==> config.mk <==
export PLATFORM = sky130hd
export DESIGN_NAME = atpo_ctrl
export DESIGN_NICKNAME = d
export VERILOG_FILES = /design/src/atpo_pkg.sv /design/src/atpo_ctrl.sv
export SDC_FILE = /design/constraint.sdc
export NUM_CORES = 1
export LEC_CHECK = 0
export ABC_CLOCK_PERIOD_IN_PS = 4300
export BUFFER_PORTS_ARGS = -buffer_cell sky130_fd_sc_hd__buf_2
export CAP_MARGIN = 25
export CORE_MARGIN = 2
export CORE_UTILIZATION = 59
export DETAILED_ROUTE_END_ITERATION = 8
export GPL_TIMING_DRIVEN = 1
export HOLD_SLACK_MARGIN = 0.12
export PLACE_DENSITY_LB_ADDON = 0.25
export SKIP_CTS_REPAIR_TIMING = 1
export SLEW_MARGIN = 0
export SYNTH_ARGS = -nofsm -noshare
export SYNTH_HDL_FRONTEND = slang
export SYNTH_SLANG_ARGS = --single-unit
==> constraint.sdc <==
create_clock -name clk_i -period 4.3 [get_ports clk_i]
set_input_delay 1.29 -clock clk_i [delete_from_list [all_inputs] [get_ports clk_i]]
set_output_delay 1.29 -clock clk_i [all_outputs]
set_load 0.03 [all_outputs]
==> src/atpo_pkg.sv <==
// package for the test route, profile, trigger and offset calibration bank
package atpo_pkg;
    // register addresses
    localparam logic [8:0] ADDR_RSVD_ZERO_A   = 9'h106;
    localparam logic [8:0] ADDR_RSVD_RO       = 9'h107;
    localparam logic [8:0] ADDR_RSVD_ZERO_B   = 9'h108;
    localparam logic [8:0] ADDR_FILTER_TEST   = 9'h109;
    localparam logic [8:0] ADDR_PROFILE_TRIG  = 9'h10C;
    localparam logic [8:0] ADDR_RSVD_ONES_A   = 9'h10D;
    localparam logic [8:0] ADDR_RSVD_ONES_B   = 9'h10E;
    localparam logic [8:0] ADDR_OFFSET_CAL    = 9'h10F;
    // reset values
    localparam logic [7:0] RST_ZERO           = 8'h00;
    localparam logic [7:0] RST_ONES           = 8'hFF;
    // field positions
    localparam int TEST_EN_BIT                = 4;
    localparam int TEST_SEL_LSB               = 0;
    localparam int TRIG_BIT                   = 5;
    localparam int PROFILE_LSB                = 0;
    localparam int CAL_DONE_BIT               = 3;
    localparam int CAL_CNT_LSB                = 0;
    // averaging: 2^(CAL_LOG_BASE + code - 1) samples
    localparam logic [4:0] CAL_LOG_BASE       = 5'h0A;
    localparam logic [2:0] CAL_OFF            = 3'h0;

    // register read/write request
    typedef struct packed {
        logic       wr;
        logic       rd;
        logic [8:0] addr;
        logic [7:0] wdata;
    } atpo_req_s;

    typedef enum logic [1:0] {
        ATPO_CAL_IDLE,
        ATPO_CAL_RUN,
        ATPO_CAL_DONE
    } atpo_cal_e;
endpackage

==> src/atpo_ctrl.sv <==
// control register bank with test mux, trigger select and offset calibration
`timescale 1ns/10ps

// Operation
// [RULE1] test enable routes the selected channel filter to the gpo pins.
// [RULE2] with the manual bit clear the trigger follows the external pin.
// [RULE3] writing one to the manual bit fires one trigger and self-clears.
// [RULE4] cal code 000 disables and clears; 001..111 average 2^10..2^16.
// [RULE5] read-only cal status is zero until averaging finishes, then one.
// [RULE6] a 5-bit profile index picks the active entry and resets to zero.
module atpo_ctrl
(
    input  wire logic                clk_i,
    input  wire logic                resetn_i,
    input  wire atpo_pkg::atpo_req_s req_i,
    output logic [7:0]               rdata_o,
    input  wire logic [7:0]          filter_out_p_i,
    input  wire logic [7:0]          filter_out_n_i,
    output logic                     general_output_pin_two_o,
    output logic                     general_output_pin_three_o,
    output logic                     test_route_active_o,
    input  wire logic                ext_trigger_i,
    output logic                     transmit_trigger_o,
    output logic [4:0]               profile_index_o,
    input  wire logic                sample_valid_i,
    output logic                     correction_enable_o,
    output logic                     correction_clear_o
);
    import atpo_pkg::*;

    logic [7:0]  filter_test_route;
    logic [7:0]  next_filter_test_route;
    logic [4:0]  profile_index;
    logic [4:0]  next_profile_index;
    logic        manual_trig;
    logic        next_manual_trig;
    logic [2:0]  cal_count;
    logic [2:0]  next_cal_count;
    atpo_cal_e   cal_state;
    atpo_cal_e   next_cal_state;
    logic [16:0] cal_samples;
    logic [16:0] next_cal_samples;
    logic [16:0] cal_target;
    logic [7:0]  next_rdata;
    logic        next_general_output_pin_two;
    logic        next_general_output_pin_three;
    logic        next_trig;
    logic        next_corr_clear;
    logic        cal_wr;

    // sample count target for the current code
    assign cal_target = 17'h00001 << (CAL_LOG_BASE + 5'(cal_count) - 5'h01);
    assign cal_wr     = req_i.wr && (req_i.addr == ADDR_OFFSET_CAL);

    // register writes and self-clearing trigger bit
    always_comb
    begin
        next_filter_test_route = filter_test_route;
        next_profile_index     = profile_index;
        next_manual_trig       = 1'b0;                         // [RULE3]
        next_cal_count         = cal_count;
        if (req_i.wr && req_i.addr == ADDR_FILTER_TEST)
        begin
            next_filter_test_route = req_i.wdata & 8'h17;      // [RULE1]
        end
        if (req_i.wr && req_i.addr == ADDR_PROFILE_TRIG)
        begin
            next_profile_index = req_i.wdata[PROFILE_LSB +: 5]; // [RULE6]
            next_manual_trig   = req_i.wdata[TRIG_BIT];        // [RULE3]
        end
        if (cal_wr)
        begin
            next_cal_count = req_i.wdata[CAL_CNT_LSB +: 3];
        end
    end

    // calibration sequencer; a rewrite of the code restarts averaging
    always_comb
    begin
        next_cal_state   = cal_state;
        next_cal_samples = cal_samples;
        next_corr_clear  = 1'b0;
        case (cal_state)
            ATPO_CAL_IDLE:
            begin
                next_cal_samples = 17'h00000;
                if (cal_count != CAL_OFF)
                begin
                    next_cal_state = ATPO_CAL_RUN;             // [RULE4]
                end
            end
            ATPO_CAL_RUN:
            begin
                if (sample_valid_i)
                begin
                    next_cal_samples = cal_samples + 17'h00001;
                end
                if (sample_valid_i && cal_samples + 17'h00001 == cal_target)
                begin
                    next_cal_state = ATPO_CAL_DONE;            // [RULE5]
                end
            end
            ATPO_CAL_DONE:
            begin
                next_cal_state = ATPO_CAL_DONE;
            end
            default:
            begin
                next_cal_state = ATPO_CAL_IDLE;
            end
        endcase
        if (cal_wr)
        begin
            next_cal_state   = ATPO_CAL_IDLE;
            next_cal_samples = 17'h00000;
        end
        if (cal_wr && req_i.wdata[CAL_CNT_LSB +: 3] == CAL_OFF)
        begin
            next_corr_clear = 1'b1;                            // [RULE4]
        end
    end

    // outputs and read mux
    always_comb
    begin
        next_general_output_pin_two = 1'b0;
        next_general_output_pin_three = 1'b0;
        if (filter_test_route[TEST_EN_BIT])
        begin
            // [RULE1]
            next_general_output_pin_two = filter_out_p_i[filter_test_route[TEST_SEL_LSB +: 3]];
            next_general_output_pin_three = filter_out_n_i[filter_test_route[TEST_SEL_LSB +: 3]];
        end
        // [RULE2] [RULE3]
        next_trig = manual_trig ? 1'b1 : ext_trigger_i;
        next_rdata = RST_ZERO;
        case (req_i.addr)
            ADDR_FILTER_TEST:  next_rdata = filter_test_route;
            ADDR_PROFILE_TRIG: next_rdata = {2'b00, manual_trig, profile_index};
            ADDR_RSVD_ONES_A:  next_rdata = RST_ONES;
            ADDR_RSVD_ONES_B:  next_rdata = RST_ONES;
            // [RULE5]
            ADDR_OFFSET_CAL:   next_rdata = {4'h0,
                                             cal_state == ATPO_CAL_DONE,
                                             cal_count};
            default:           next_rdata = RST_ZERO;
        endcase
    end

    // state registers; all ports come from flops
    always_ff @(posedge clk_i)
    begin
        if (!resetn_i)
        begin
            filter_test_route          <= RST_ZERO;
            profile_index              <= 5'h00;               // [RULE6]
            manual_trig                <= 1'b0;                // [RULE2]
            cal_count                  <= CAL_OFF;
            cal_state                  <= ATPO_CAL_IDLE;       // [RULE5]
            cal_samples                <= 17'h00000;
            rdata_o                    <= RST_ZERO;
            general_output_pin_two_o   <= 1'b0;
            general_output_pin_three_o <= 1'b0;
            test_route_active_o        <= 1'b0;
            transmit_trigger_o         <= 1'b0;
            profile_index_o            <= 5'h00;
            correction_enable_o        <= 1'b0;
            correction_clear_o         <= 1'b0;
        end
        else
        begin
            filter_test_route          <= next_filter_test_route;
            profile_index              <= next_profile_index;
            manual_trig                <= next_manual_trig;
            cal_count                  <= next_cal_count;
            cal_state                  <= next_cal_state;
            cal_samples                <= next_cal_samples;
            rdata_o                    <= next_rdata;
            general_output_pin_two_o   <= next_general_output_pin_two;
            general_output_pin_three_o <= next_general_output_pin_three;
            test_route_active_o        <= filter_test_route[TEST_EN_BIT];
            transmit_trigger_o         <= next_trig;
            profile_index_o            <= profile_index;
            correction_enable_o        <= cal_count != CAL_OFF; // [RULE4]
            correction_clear_o         <= next_corr_clear;
        end
    end
endmodule

==> impl_metrics.csv <==
group,metric,value,unit
floorplan,start_util,0.604,
cts,clk_pin_slew_worst_paths,90,ps
floorplan,die-area,0.00534,mm^2
cts,clk_root_buffer_cell,"sky130_fd_sc_hd__clkbuf_8",
drt,detail_route.wirelength,5840,um
layout,n_antenna_cell,0,
power,power.total,0.788,mW
floorplan,ios,58,
timing,timing.final.setup_violations,0,
cts,numCtsBuffers,5,
cts,worst_skew_pair.late_latency,310,ps
yosys,synth_top_area_cell,"sky130_fd_sc_hd__dfxtp_1",
placed_design,place_hpwl,4320,um
drt,via_per_inst,5.79,
timing,report.final.hold_viol_count,0,
yosys,library_cell_with_the_highest_instance_count_after_synthesis,"sky130_fd_sc_hd__dfxtp_1",
yosys,synth_ff_type,"sky130_fd_sc_hd__dfxtp_1",
setup_path,rr_startpoint,"cal_count[1]$_SDFFE_PN0P_",
job,max-cap-violations,0,
setup_path,reg2reg_slack,1430,ps
floorplan,die_height,73.1,um
layout,drive_above_1_share,0.225,
placed_design,gpl.final_weighted_congestion,0.884,
timing,fmaxAchievable,319,MHz
cts,tritoncts,"done",
global_route,groute.usage.overall,0.243,
power,power_density,252,mW/mm^2
setup_path,crit_type,"input pin to flip-flop",
yosys,yosys-top-cells-area,"sky130_fd_sc_hd__dfxtp_1, sky130_fd_sc_hd__mux2i_1, sky130_fd_sc_hd__nor2_1",
layout,fin_nets,407,
hold_path,hold_path_depth,1,
global_route,largest_net_degree_at_the_start_of_global_routing,30,
setup_path,critical_path.reg2reg.endpoint,"cal_state[1]$_SDFFE_PP0P_",
cts,cts.path.max_buffers,2,
timing,finalClockSkew,5.02,ps
floorplan,die_x,73.1,um
setup_path,worst_ep_required_time,4460,ps
setup_path,critical_path_arrival,3290,ps
timing,finalMaxSlewViolations,0,
yosys,synth_seq_cells,50,
drt,drt-pass1-iter-count,4,
yosys,synth.lib_cells_used.distinct,58,
drt,remaining_antenna_violation_count,0,
cts,clkSinkCount,50,
floorplan,core-area,0.00466,mm^2
drt,route.detailed.drc,0,
power,power.leakage,1.26,nW
timing,slew_at_the_pin_closest_to_its_max_slew_limit,772,ps
hold_path,timing.hold.worst.class,"flip-flop to flip-flop",
hold_path,hold_path_end,"transmit_trigger_o$_SDFF_PN0_",
layout,area_delta_synth_final,11.2,%
layout,final-seq-area,0.00100,mm^2
global_route,grt_pass1_vias,2206,
drt,wire_per_inst,14.0,um
yosys,number_of_enable_type_register_cells_in_the_synthesized_netlist,0,
yosys,synth.net_count,367,
global_route,grt_pass1_wl,10200,um
timing,setup_total_negative_slack,0,ps
hold_path,min-delay-start,"manual_trig$_SDFF_PN0_",
setup_path,timing.critical_path.to_type,"flip-flop",
timing,final_critical_path_time_including_i_o_delays_and_setup,3140,ps
layout,num-fill-cells,410,
power,vdd.ir_drop.worst,0.152,mV
global_route,initial_antenna_violation_count,0,
setup_path,worst-path-max-fanout,18,
yosys,synth_common_cells,"sky130_fd_sc_hd__dfxtp_1, sky130_fd_sc_hd__nor2_1, sky130_fd_sc_hd__nand2_1",
yosys,syn_area,0.00282,mm^2
timing,fin_crit_sh,0.730,
global_route,globalRoute.totalOverflow,0,
yosys,syn_inst,323,
yosys,synth_async_sr_flop_share,0,
layout,multi_input_area,0.00168,mm^2
timing,grt_setup_unrepaired,"no",
setup_path,ff2ff_path_depth,10,
yosys,synthesis.yosys.warnings,0,
run_status,status,"finished, final reports clean",
floorplan,row_cnt,25,
drt,drt_iter0_drc,210,
yosys,ys_seq_area_frac,0.356,
yosys,post_synth.cell_area_avg,8.72,um^2
timing,maxSlewHeadroom,0.482,
setup_path,cp-start-kind,"input pin",
placed_design,port_buffers,54,
yosys,netlist.area_leader.share,0.356,
drt,num_vias,2419,
cts,cts.htree.levels,2,
-- state kept, by name (all words and copies together) (netlist names) --
register	flops
transmit_trigger_o	1
test_route_active_o	1
correction_enable_o	1
general_output_pin_three_o	1
filter_test_route	4
general_output_pin_two_o	1
rdata_o	7
cal_samples	17
correction_clear_o	1
manual_trig	1
cal_state	2
profile_index	5
profile_index_o	5
cal_count	3
-- cell usage in the layout, fill, tap and decap left out, drive strengths merged, types with 4 or more instances in the layout --
| master | instances |
|---|---|
| dfxtp | 50 |
| nor2b | 15 |
| buf | 54 |
| nand3 | 12 |
| ha | 5 |
| clkbuf | 6 |
| a21oi | 19 |
| nor3b | 4 |
| nor2 | 38 |
| xnor2 | 9 |
| nand2 | 21 |
| and2 | 11 |
| xor2 | 6 |
| mux4 | 4 |
| a311oi | 4 |
| nor3 | 11 |
| inv | 5 |
| o21ai | 14 |
| and3 | 5 |
| a22oi | 5 |
| mux2i | 15 |
| nand4 | 10 |
-- logic make-up after synthesis --
logic type      Yosys count  share of synthesized area
simple gates            142                      0.288
flops                    50                      0.356
xor+xnor                 15                     0.0467
buf+inv                  26                     0.0484
compound gates           65                      0.150
fa+ha+maj                 5                     0.0222
mux                      20                     0.0893
-- layer usage --
metal,routed length (um),GRT usage,up-vias,part of all wire
met3,407,0.0387,12,0.070
met5,0,0,-,0
met2,2540,0.367,85,0.44
met1,2780,0.349,1085,0.48
li1,-,-,1237,-
met4,111,0.0885,0,0.019
-- metrics by stage --
step           hold WS, ps  cells  cell area (um^2)  setup WS [ps]   util
5_1_grt                526    418              3130            998  0.672
3_5_place_dp           481    410              3040            783  0.651
4_1_cts                504    418              3130           1130  0.672
6_report               495    418              3130           1160  0.672
2_1_floorplan          435    323              2820           1220      -
3_3_place_gp           475    410              3040            844  0.651
-- report_power, final --
group	switching, mW	internal [mW]
Combinational	0.0218	0.0208
Clock	0.152	0.129
Sequential	0.000241	0.463
Total	0.174	0.613
-- how the worst max path moves through the flow --
stage                   start                            to  slack, ps
floorplan           req_i[12]   cal_samples[1]$_SDFFE_PP0P_       1220
global placement    req_i[12]  cal_samples[14]$_SDFFE_PP0P_        840
detailed placement  req_i[12]  cal_samples[14]$_SDFFE_PP0P_        780
CTS                 req_i[12]  cal_samples[14]$_SDFFE_PP0P_       1130
global route        req_i[12]  cal_samples[14]$_SDFFE_PP0P_       1000
finish              req_i[12]  cal_samples[14]$_SDFFE_PP0P_       1160
-- layout make-up --
class,count,area share
Clock buffer,6,0.0264
Clock inverter,2,0.00400
Inverter,5,0.00600
Multi-Input combinational cell,247,0.536
Sequential cell,50,0.320
Tap cell,54,0.0216
Timing Repair Buffer,54,0.0863
-- critical path: stages --
cell and delay, ps:
sky130_fd_sc_hd__buf_2 100, sky130_fd_sc_hd__or4b_1 520, sky130_fd_sc_hd__nor3b_2 330, sky130_fd_sc_hd__and2_1 260, sky130_fd_sc_hd__nand4_2 290, sky130_fd_sc_hd__nand2_2 410, sky130_fd_sc_hd__a311oi_1 90
Power figures use the tool's default switching activity.
